`src/common/cofg_pkg.sv`:
```
// constants, register map and types of the close-onto-fault guard
package cofg_pkg;

  localparam int CLK_HZ = 20000000;
  localparam int TICK_PERIOD_US = 1000;
  localparam int TICK_CYCLES = CLK_HZ / 1000000 * TICK_PERIOD_US;

  localparam int RT_W = 21;
  localparam logic [20:0] RELEASE_DEFAULT_MS = 21'd1000;
  localparam logic [20:0] RELEASE_MAX_MS = 21'd1800000;

  localparam int SG_COUNT = 8;
  localparam int SG_W = 3;
  localparam int CNT_W = 32;
  localparam int STAMP_W = 32;
  localparam int REC_DEPTH = 12;
  localparam int REC_AGE_W = 4;
  localparam int REC_W = STAMP_W + 3 + SG_W + RT_W + RT_W;

  localparam int ADDR_W = 8;
  localparam logic [7:0] REG_CTRL = 8'h00;
  localparam logic [7:0] REG_STATUS = 8'h04;
  localparam logic [7:0] REG_REMAIN = 8'h08;
  localparam logic [7:0] REG_ELAPSED = 8'h0c;
  localparam logic [7:0] REG_IRQ_STATUS = 8'h10;
  localparam logic [7:0] REG_IRQ_MASK = 8'h14;
  localparam logic [7:0] REG_TIME = 8'h18;
  localparam logic [7:0] REG_LAST_EVENT = 8'h1c;
  localparam logic [7:0] REG_LAST_STAMP = 8'h20;
  localparam logic [7:0] REG_REC_SEL = 8'h24;
  localparam logic [7:0] REG_REC_INFO = 8'h28;
  localparam logic [7:0] REG_REC_STAMP = 8'h2c;
  localparam logic [7:0] REG_REC_REMAIN = 8'h30;
  localparam logic [7:0] REG_REC_ELAPSED = 8'h34;
  localparam logic [7:0] REG_CNT_BASE = 8'h40;
  localparam logic [7:0] REG_RELEASE_BASE = 8'h80;

  localparam int CTRL_FORCE_EN_BIT = 0;
  localparam int CTRL_FORCE_LSB = 1;
  localparam int CTRL_STORE_LSB = 4;
  localparam int CTRL_CNT_CLR_BIT = 8;
  localparam logic [1:0] STORE_SEL_RESET = 2'h3;

  // flag indexes; event bit 2*i is the ON event, 2*i+1 the OFF event
  localparam int FLAG_COUNT = 4;
  localparam int EV_W = 2 * FLAG_COUNT;
  localparam int FLAG_INIT = 0;
  localparam int FLAG_BLOCK = 1;
  localparam int FLAG_ACTIVE = 2;
  localparam int FLAG_TRIP = 3;

  typedef enum logic [1:0] {
    FORCE_NORMAL,
    FORCE_BLOCKED,
    FORCE_ACTIVE,
    FORCE_TRIP
  } cofg_force_type;

  typedef enum logic [2:0] {
    ST_NORMAL,
    ST_INIT,
    ST_ACTIVE,
    ST_TRIP,
    ST_BLOCKED
  } cofg_state_type;

endpackage

```
`src/verilog/cofg_guard.sv`:
```
// close-onto-fault guard: arm window, instant trip, events, counters, records
`timescale 1ns/1ps
`default_nettype none
module cofg_guard
  import cofg_pkg::*;
#(
  parameter int TICK_CYCLES_P = TICK_CYCLES
)
(
  input wire logic core_clk,
  input wire logic rst_n,
  input wire logic [ADDR_W-1:0] avs_address,
  input wire logic avs_read,
  input wire logic avs_write,
  input wire logic [31:0] avs_writedata,
  output logic [31:0] avs_readdata,
  output logic avs_waitrequest,
  input wire logic guard_activate_in,
  input wire logic guard_block_in,
  input wire logic guard_function_in,
  input wire logic [SG_W-1:0] setting_group_select,
  output logic guard_active_out,
  output logic guard_trip_out,
  output logic [RT_W-1:0] guard_time_remaining,
  output logic [2:0] condition_state,
  output logic [EV_W-1:0] event_pulse,
  output logic [EV_W-1:0] event_store,
  output logic [STAMP_W-1:0] event_stamp,
  output logic irq
);

  localparam int TW = $clog2(TICK_CYCLES_P + 1);

  logic [2:0] act_sync;
  logic [1:0] blk_sync;
  logic [1:0] fcn_sync;
  logic act_rise;
  logic blk_s;
  logic fcn_s;
  logic [TW-1:0] tick_cnt;
  logic ms_tick;
  logic [STAMP_W-1:0] time_ms;
  logic [RT_W-1:0] release_ms [SG_COUNT];
  logic [RT_W-1:0] rel_sel;
  logic [RT_W-1:0] elapsed_ms;
  logic [RT_W-1:0] remain_now;
  logic expired;
  logic arm;
  cofg_state_type state;
  cofg_state_type eff_state;
  logic force_en;
  cofg_force_type force_sel;
  logic [1:0] store_sel;
  logic [FLAG_COUNT-1:0] flag;
  logic [FLAG_COUNT-1:0] flag_q;
  logic [EV_W-1:0] ev;
  logic [EV_W-1:0] store_mask;
  logic [CNT_W-1:0] cnt [FLAG_COUNT];
  logic [EV_W-1:0] irq_status;
  logic [EV_W-1:0] irq_mask;
  logic [2:0] last_code;
  logic [STAMP_W-1:0] last_stamp;
  logic [REC_AGE_W-1:0] rec_sel;
  logic [REC_W-1:0] rec_data;
  logic rec_valid;
  logic [REC_AGE_W-1:0] rec_count;
  logic ack;
  logic wr_en;
  logic cnt_clr;
  logic [31:0] rd_mux;

  // activate, block and function arrive from pins; inputs are binary only
  always_ff @(posedge core_clk)
  begin
    if (!rst_n)
    begin
      act_sync <= '0;
      blk_sync <= '0;
      fcn_sync <= '0;
    end
    else
    begin
      act_sync <= {act_sync[1:0], guard_activate_in};
      blk_sync <= {blk_sync[0], guard_block_in};
      fcn_sync <= {fcn_sync[0], guard_function_in};
    end
  end

  assign act_rise = act_sync[1] & ~act_sync[2];
  assign blk_s = blk_sync[1];
  assign fcn_s = fcn_sync[1];

  // one millisecond base shared by the window timer and the time stamps
  always_ff @(posedge core_clk)
  begin
    if (!rst_n)
      tick_cnt <= '0;
    else if (ms_tick)
      tick_cnt <= '0;
    else
      tick_cnt <= tick_cnt + 1'b1;
  end

  assign ms_tick = tick_cnt == TW'(TICK_CYCLES_P - 1);

  always_ff @(posedge core_clk)
  begin
    if (!rst_n)
      time_ms <= '0;
    else if (wr_en && avs_address == REG_TIME)
      time_ms <= avs_writedata;
    else if (ms_tick)
      time_ms <= time_ms + 1'b1;
  end

  for (genvar g = 0; g < SG_COUNT; g++)
  begin : g_group
    always_ff @(posedge core_clk)
    begin
      if (!rst_n)
        release_ms[g] <= RELEASE_DEFAULT_MS;
      else if (wr_en && avs_address[7:5] == REG_RELEASE_BASE[7:5] &&
               avs_address[4:2] == SG_W'(g))
        release_ms[g] <= (avs_writedata > 32'(RELEASE_MAX_MS)) ?
                         RELEASE_MAX_MS : avs_writedata[RT_W-1:0];
    end
  end

  // the selected group is read live, so a change takes effect mid-window
  assign rel_sel = release_ms[setting_group_select];
  assign expired = elapsed_ms >= rel_sel;
  assign remain_now = expired ? '0 : rel_sel - elapsed_ms;
  assign arm = (state == ST_NORMAL || state == ST_BLOCKED) && !blk_s && act_rise;

  always_ff @(posedge core_clk)
  begin
    if (!rst_n)
      elapsed_ms <= '0;
    else if (arm)
      elapsed_ms <= '0;
    else if (ms_tick && state != ST_NORMAL && state != ST_BLOCKED &&
             elapsed_ms != RELEASE_MAX_MS)
      elapsed_ms <= elapsed_ms + 1'b1;
  end

  always_ff @(posedge core_clk)
  begin
    if (!rst_n)
      state <= ST_NORMAL;
    else
    begin
      case (state)
        ST_NORMAL, ST_BLOCKED:
          if (blk_s)
            state <= ST_BLOCKED;
          else if (act_rise)
            state <= ST_INIT;
          else
            state <= ST_NORMAL;
        ST_INIT, ST_ACTIVE:
          if (blk_s)
            state <= ST_BLOCKED;
          else if (fcn_s)
            state <= ST_TRIP;
          else if (expired)
            state <= ST_NORMAL;
          else
            state <= ST_ACTIVE;
        ST_TRIP:
          // a given trip holds while the function input stays up and block is low
          if (blk_s)
            state <= ST_BLOCKED;
          else if (fcn_s)
            state <= ST_TRIP;
          else if (expired)
            state <= ST_NORMAL;
          else
            state <= ST_ACTIVE;
        default:
          state <= ST_NORMAL;
      endcase
    end
  end

  always_comb
  begin
    eff_state = state;
    if (force_en)
    begin
      case (force_sel)
        FORCE_BLOCKED: eff_state = ST_BLOCKED;
        FORCE_ACTIVE: eff_state = ST_ACTIVE;
        FORCE_TRIP: eff_state = ST_TRIP;
        default: eff_state = ST_NORMAL;
      endcase
    end
  end

  assign condition_state = eff_state;
  assign guard_active_out = eff_state == ST_INIT || eff_state == ST_ACTIVE ||
                            eff_state == ST_TRIP;
  // combinational path so the trip leaves in the cycle the start is seen
  assign guard_trip_out = eff_state == ST_TRIP ||
                          (!force_en && !blk_s && fcn_s &&
                           (state == ST_INIT || state == ST_ACTIVE));

  always_ff @(posedge core_clk)
  begin
    if (!rst_n)
      guard_time_remaining <= '0;
    else if (state == ST_NORMAL || state == ST_BLOCKED)
      guard_time_remaining <= '0;
    else
      guard_time_remaining <= remain_now;
  end

  assign flag[FLAG_INIT] = eff_state == ST_INIT;
  assign flag[FLAG_BLOCK] = eff_state == ST_BLOCKED;
  assign flag[FLAG_ACTIVE] = guard_active_out;
  assign flag[FLAG_TRIP] = guard_trip_out;

  always_ff @(posedge core_clk)
  begin
    if (!rst_n)
      flag_q <= '0;
    else
      flag_q <= flag;
  end

  assign cnt_clr = wr_en && avs_address == REG_CTRL && avs_writedata[CTRL_CNT_CLR_BIT];

  for (genvar i = 0; i < FLAG_COUNT; i++)
  begin : g_flag
    assign ev[2*i] = flag[i] & ~flag_q[i];
    assign ev[2*i+1] = ~flag[i] & flag_q[i];
    assign store_mask[2*i] = store_sel[0];
    assign store_mask[2*i+1] = store_sel[1];
    // an ON event in the clearing cycle is still counted
    always_ff @(posedge core_clk)
    begin
      if (!rst_n)
        cnt[i] <= '0;
      else
        cnt[i] <= (cnt_clr ? '0 : cnt[i]) + CNT_W'(ev[2*i]);
    end
  end

  function automatic logic [2:0] top_event(input logic [EV_W-1:0] v);
    logic [2:0] code;
    code = '0;
    for (int k = 0; k < EV_W; k++)
      if (v[k])
        code = 3'(k);
    return code;
  endfunction

  always_ff @(posedge core_clk)
  begin
    if (!rst_n)
    begin
      event_pulse <= '0;
      event_store <= '0;
      event_stamp <= '0;
    end
    else
    begin
      event_pulse <= ev;
      event_store <= ev & store_mask;
      if (|ev)
        event_stamp <= time_ms;
    end
  end

  always_ff @(posedge core_clk)
  begin
    if (!rst_n)
    begin
      last_code <= '0;
      last_stamp <= '0;
    end
    else if (|(ev & store_mask))
    begin
      last_code <= top_event(ev & store_mask);
      last_stamp <= time_ms;
    end
  end

  cofg_record_store #(
    .DEPTH(REC_DEPTH),
    .W(REC_W)
  ) u_records (
    .core_clk(core_clk),
    .rst_n(rst_n),
    .wr(ev[2*FLAG_ACTIVE]),
    .wr_data({time_ms, 3'(2*FLAG_ACTIVE), setting_group_select, remain_now,
              elapsed_ms}),
    .rd_age(rec_sel),
    .rd_data(rec_data),
    .rd_valid(rec_valid),
    .count(rec_count)
  );

  // write-one-to-clear; a new event in the clearing cycle stays set
  always_ff @(posedge core_clk)
  begin
    if (!rst_n)
      irq_status <= '0;
    else if (wr_en && avs_address == REG_IRQ_STATUS)
      irq_status <= (irq_status & ~avs_writedata[EV_W-1:0]) | ev;
    else
      irq_status <= irq_status | ev;
  end

  assign irq = |(irq_status & irq_mask);

  always_ff @(posedge core_clk)
  begin
    if (!rst_n)
    begin
      force_en <= 1'b0;
      force_sel <= FORCE_NORMAL;
      store_sel <= STORE_SEL_RESET;
      irq_mask <= '0;
      rec_sel <= '0;
    end
    else if (wr_en)
    begin
      if (avs_address == REG_CTRL)
      begin
        force_en <= avs_writedata[CTRL_FORCE_EN_BIT];
        force_sel <= cofg_force_type'(avs_writedata[CTRL_FORCE_LSB +: 2]);
        store_sel <= avs_writedata[CTRL_STORE_LSB +: 2];
      end
      else if (avs_address == REG_IRQ_MASK)
        irq_mask <= avs_writedata[EV_W-1:0];
      else if (avs_address == REG_REC_SEL)
        rec_sel <= avs_writedata[REC_AGE_W-1:0];
    end
  end

  // one wait state: data is registered in the first cycle, handed over in the second
  always_ff @(posedge core_clk)
  begin
    if (!rst_n)
      ack <= 1'b0;
    else
      ack <= (avs_read | avs_write) & ~ack;
  end

  assign avs_waitrequest = (avs_read | avs_write) & ~ack;
  assign wr_en = avs_write & ack;

  always_comb
  begin
    rd_mux = '0;
    if (avs_address == REG_CTRL)
      rd_mux = {26'h0, store_sel, 1'b0, force_sel, force_en};
    else if (avs_address == REG_STATUS)
      rd_mux = {21'h0, setting_group_select, 1'b0, force_en, guard_trip_out,
                guard_active_out, 1'b0, eff_state};
    else if (avs_address == REG_REMAIN)
      rd_mux = 32'(guard_time_remaining);
    else if (avs_address == REG_ELAPSED)
      rd_mux = 32'(elapsed_ms);
    else if (avs_address == REG_IRQ_STATUS)
      rd_mux = 32'(irq_status);
    else if (avs_address == REG_IRQ_MASK)
      rd_mux = 32'(irq_mask);
    else if (avs_address == REG_TIME)
      rd_mux = time_ms;
    else if (avs_address == REG_LAST_EVENT)
      rd_mux = 32'(last_code);
    else if (avs_address == REG_LAST_STAMP)
      rd_mux = last_stamp;
    else if (avs_address == REG_REC_SEL)
      rd_mux = 32'(rec_sel);
    else if (avs_address == REG_REC_INFO)
      rd_mux = {rec_valid, 19'h0, rec_count, 1'b0,
                rec_data[2*RT_W +: SG_W], 1'b0, rec_data[2*RT_W+SG_W +: 3]};
    else if (avs_address == REG_REC_STAMP)
      rd_mux = rec_data[REC_W-1 -: STAMP_W];
    else if (avs_address == REG_REC_REMAIN)
      rd_mux = 32'(rec_data[RT_W +: RT_W]);
    else if (avs_address == REG_REC_ELAPSED)
      rd_mux = 32'(rec_data[RT_W-1:0]);
    else if (avs_address[7:4] == REG_CNT_BASE[7:4])
      rd_mux = cnt[avs_address[3:2]];
    else if (avs_address[7:5] == REG_RELEASE_BASE[7:5])
      rd_mux = 32'(release_ms[avs_address[4:2]]);
  end

  always_ff @(posedge core_clk)
  begin
    if (!rst_n)
      avs_readdata <= '0;
    else if (avs_read && !ack)
      avs_readdata <= rd_mux;
  end
endmodule
`default_nettype wire

```
`src/verilog/cofg_record_store.sv`:
```
// ring of the most recent activation records, read back by age
`timescale 1ns/1ps
`default_nettype none
module cofg_record_store
  import cofg_pkg::*;
#(
  parameter int DEPTH = REC_DEPTH,
  parameter int W = REC_W
)
(
  input wire logic core_clk,
  input wire logic rst_n,
  input wire logic wr,
  input wire logic [W-1:0] wr_data,
  input wire logic [REC_AGE_W-1:0] rd_age,
  output logic [W-1:0] rd_data,
  output logic rd_valid,
  output logic [REC_AGE_W-1:0] count
);

  logic [W-1:0] mem [DEPTH];
  logic [REC_AGE_W-1:0] wptr;
  logic [REC_AGE_W-1:0] newest;
  logic [REC_AGE_W-1:0] rd_idx;

  always_ff @(posedge core_clk)
  begin
    if (!rst_n)
      wptr <= '0;
    else if (wr)
      wptr <= (wptr == REC_AGE_W'(DEPTH - 1)) ? '0 : wptr + 1'b1;
  end

  // oldest record is overwritten once the ring is full
  always_ff @(posedge core_clk)
  begin
    if (!rst_n)
      count <= '0;
    else if (wr && count != REC_AGE_W'(DEPTH))
      count <= count + 1'b1;
  end

  for (genvar i = 0; i < DEPTH; i++)
  begin : g_entry
    always_ff @(posedge core_clk)
    begin
      if (wr && wptr == REC_AGE_W'(i))
        mem[i] <= wr_data;
    end
  end

  assign newest = (wptr == '0) ? REC_AGE_W'(DEPTH - 1) : wptr - 1'b1;
  assign rd_idx = (newest >= rd_age) ? newest - rd_age : newest + REC_AGE_W'(DEPTH) - rd_age;
  assign rd_valid = rd_age < count;
  assign rd_data = rd_valid ? mem[rd_idx] : '0;
endmodule
`default_nettype wire
```
`config.mk`:
```
export PLATFORM = sky130hd
export DESIGN_NAME = cofg_guard
export DESIGN_NICKNAME = d
export VERILOG_FILES = /design/src/common/cofg_pkg.sv /design/src/verilog/cofg_guard.sv /design/src/verilog/cofg_record_store.sv
export SDC_FILE = /design/constraint.sdc
export NUM_CORES = 2
export LEC_CHECK = 0
export BUFFER_PORTS_ARGS = -buffer_cell sky130_fd_sc_hd__buf_2
export CAP_MARGIN = 20
export CORE_MARGIN = 2
export CORE_UTILIZATION = 55
export CTS_CLUSTER_DIAMETER = 120
export DETAILED_ROUTE_END_ITERATION = 6
export HOLD_SLACK_MARGIN = 0.02
export PLACE_DENSITY = 0.84
export SLEW_MARGIN = 20
export SYNTH_ARGS = -nofsm -noshare
export SYNTH_HDL_FRONTEND = slang
export SYNTH_SLANG_ARGS = --single-unit
```
`constraint.sdc`:
```
create_clock -name core_clk -period 7.82 [get_ports core_clk]
set_clock_uncertainty 0.05 [all_clocks]
set_input_delay 1.564 -clock core_clk [delete_from_list [all_inputs] [get_ports core_clk]]
set_output_delay 1.564 -clock core_clk [all_outputs]
set_load 0.02 [all_outputs]
```
==> impl_metrics.tcl <==
set metrics [dict create \
    first_pass_iters 7 \
    r2r_setup_slack_ns 2.04 \
    vias_per_cell 6.967 \
    slowest_stage "buf_2" \
    synth_top_flop_cell "edfxtp_1" \
    avgRoutedWirePerCell_um 32.47 \
    min_path_type "reg2reg" \
    cp_top_family "compound AO/OA/AOI/OAI gates" \
    syn_avg_cell_area_sq_um 14.19 \
    p_per_area_nw_per_um2 238.2 \
    reg2reg_depth 14 \
    intPower_mw 12.98 \
    setup_violations 0 \
    synthArstFlopShare_pct 0 \
    r2r-end "avs_readdata[3]" \
    clk_pin_slew_worst_paths_ns 0.07 \
    crit_path_frequent_cell "a21oi_1" \
    outcome "complete, but fails checks" \
    htree_levels 4 \
    power.share.combinational_pct 5.6 \
    grt_max_degree 151 \
    final_nets 4687 \
    ir_worst_vdd_mv 0.1698 \
    hold_violations 0 \
    critPathCapture "u_records.mem[5][39]" \
    dieArea_sq_um 116700 \
    hold_depth 1 \
    vias 43298 \
    p_clk_share_pct 43.8 \
    rsz0062_at_grt "false" \
    reg2reg_from "u_records.wptr[0]" \
    synth_cells 4418 \
    cp_num_cells 15 \
    worstPathRequired_ns 8.24 \
    finalWeightedCongestion 0.9943 \
    chipWidth_um 341.6 \
    seq_power_share_pct 50.6 \
    max_stage_delay_ns 0.78 \
    clk_path_buf_depth 3 \
    drtAntennaViolNets 0 \
    worstPathCellList "buf_2 > mux4_2 > mux2i_1 > ha_1 > inv_1 > fa_1 > a21o_1 > a21oi_1 > o21a_1 > o21ai_0 > a21oi_1 > o31ai_1 > a21oi_1 > xor2_1 > nor2_1" \
    first_global_vias 42018 \
    numCtsBuffers 145 \
    drt_iter0_markers 7322 \
    crit_buf_inv 2 \
    die_h_um 341.6 \
    ys_types 82 \
    crit_start "setting_group_select[1]" \
    cts_resized 0 \
    grt_pass1_wl_mm 288.4 \
    antenna_found_initial 25 \
    switching_share_pct 22.52 \
    maxCapViolCount 0 \
    setup_ws_ns 1.977 \
    start_util_pct 55.58 \
    final_common_cell "edfxtp_1" \
    io_buffers 157 \
    cp-start-kind "primary input" \
    violations "DRC" \
    postCtsHoldBufs 0 \
    drive_gt1_share_pct 19.23 \
    worstPathMaxFanout 35 \
    postCtsSetupBuffers 0 \
    drt_wl_total_mm 201.8 \
    critical_path_class "in2reg" \
    insertion_delay_ns 0.80 \
    final_cell_mix "edfxtp_1 (1092), nor2_1 (577), dfxtp_1 (380)" \
    relSlewSlack_pct 15.61 \
    final_max_slew_viol_count 0 \
    clkSinkCount 1472 \
    grt_overflow 0 \
    fmax_ghz 0.1711 \
    track_usage_pct 34.31 \
    syn_to_final_growth_pct 12.18 \
    core_sq_um 112800 \
    drc_errors 11 \
    synth_fp_nets 4524 \
    root_buffer "clkbuf_16" \
    place_ws_ns 1.468 \
    arrival_ns 6.26 \
    ys_seq_elements 1472 \
    synth_edf_count 1092 \
    hpwl_mm 125.6 \
    critical_path.endpoint_type "flop" \
    cts_tree "built" \
    netlist_area_sq_um 62690 \
    worst_pin_slew_ns 1.258 \
    fin_crit_sh_pct 74.72 \
    rows 123 \
    power.static_leakage_nw 24.10 \
    synth_warnings 0 \
    fin_crit_ns 5.843 \
    num_io_pins 158 \
    setup_tns_ns 0 \
    ys_seq_area_share_pct 64.44 \
    p_switching_mw 3.774 \
]
==> cell usage after synthesis, types with 9 or more instances <==
cell type,count,share of area [%]
nor4_1,27,0.27
dfxtp_1,380,12
a22oi_1,26,0.31
a222oi_1,14,0.22
nand3_1,83,0.66
a221oi_1,10,0.14
a21o_1,11,0.13
o211ai_1,22,0.26
buf_2,66,0.53
o21ai_0,141,1.1
a31oi_1,36,0.36
nand2b_1,16,0.16
mux2i_1,127,2.0
xor2_1,98,1.4
a211oi_1,44,0.53
mux2_2,20,0.36
and3_1,51,0.51
or2_2,15,0.15
nor2_1,588,3.5
buf_4,11,0.13
mux4_2,332,12
o21a_1,9,0.11
and4_1,12,0.17
nand2_1,364,2.2
nor3_1,44,0.35
a311oi_1,14,0.20
or3_1,47,0.47
ha_1,52,1.0
buf_1,23,0.14
xnor2_1,65,0.91
o22ai_1,50,0.50
a21oi_1,126,1.0
inv_1,63,0.38
nand4_1,51,0.51
clkbuf_1,136,0.81
edfxtp_1,1092,52
o221ai_1,10,0.14
nor2b_1,11,0.11
and2_1,40,0.40
==> per-layer routing <==
layer  track usage [%]  vias to the layer above  routed length, um  share of wire [%]
met5                 0                        -                266               0.13
met4             20.07                       24              14070                7.0
met3             12.97                      811              31800                 16
met2             51.50                     4017              89820                 45
met1             42.68                    21232              65880                 33
li1                  -                    17214                  -                  -
==> cells by family after synthesis <==
family          after synthesis  share of synthesized area [%]
xor+xnor                    163                          2.277
simple gates               1389                          10.11
flops                      1472                          64.44
mux                         481                          14.38
compound gates              554                          5.618
fa+ha+maj                    56                          1.166
buf+inv                     303                          2.012
==> area by class of cell <==
class | count | area, sq um
Clock inverter | 66 | 838.3
Fill cell | 7669 | 42480
Tap cell | 1500 | 1877
Multi-Input combinational cell | 2643 | 21220
Clock buffer | 201 | 4115
Antenna cell | 14 | 35.03
Timing Repair Buffer | 252 | 1589
Sequential cell | 1472 | 40400
Inverter | 67 | 257.7
==> metrics by stage <==
stage / utilization, % / cells / hold slack [ns] / cell area (sq um) / power (mW)
floorplan: - / 4418 / 0.3619 / 62690 / 9.218
finish: 62.35 / 6215 / 0.3927 / 70330 / 16.75
global placement: 57.89 / 5932 / 0.3683 / 65300 / 9.502
detailed placement: 57.91 / 5933 / 0.3811 / 65330 / 9.528
CTS: 62.30 / 6200 / 0.3960 / 70280 / 16.70
global route: 62.32 / 6202 / 0.4081 / 70300 / 17.05
==> state kept, by name, summed over array words and instances (netlist names), 15 cells and up <==
| register | cells |
|---|---|
| guard_time_remaining | 21 |
| tick_cnt | 15 |
| last_stamp | 32 |
| time_ms | 32 |
| avs_readdata | 32 |
| event_stamp | 32 |
| release_ms | 168 |
| cnt | 128 |
| elapsed_ms | 21 |
| u_records.mem | 924 |
==> how the worst min path moves through the flow <==
stage / slack (ns) / start / to
2_1_floorplan: 0.36 / act_sync[0] / act_sync[1]
3_3_place_gp: 0.37 / act_sync[0] / act_sync[1]
3_5_place_dp: 0.38 / act_sync[0] / act_sync[1]
4_1_cts: 0.40 / act_sync[0] / act_sync[1]
5_1_grt: 0.41 / fcn_sync[0] / fcn_sync[1]
6_report: 0.39 / act_sync[0] / act_sync[1]
==> power groups by stage <==
stage / Combinational (mW) / Sequential [mW] / Clock, mW
finish: 0.932 / 8.48 / 7.34
global route: 0.961 / 8.48 / 7.61
CTS: 0.896 / 8.48 / 7.33
detailed placement: 0.882 / 8.65 / 0
global placement: 0.861 / 8.64 / 0
floorplan: 0.581 / 8.64 / 0
==> worst register-to-register path: stages, from the launching register on <==
cell and delay [ns]:
dfxtp_1 0.55, inv_1 0.13, ha_1 0.26, mux2i_1 0.24, inv_1 0.12, ha_1 0.36
fa_1 0.53, o32a_2 0.75, buf_4 0.62, mux4_2 0.42, mux2i_1 0.15, a211oi_1 0.18
a2111oi_1 0.96, o31ai_1 0.14, and3_1 0.22
No activity file was read; power rests on OpenSTA's default activity.
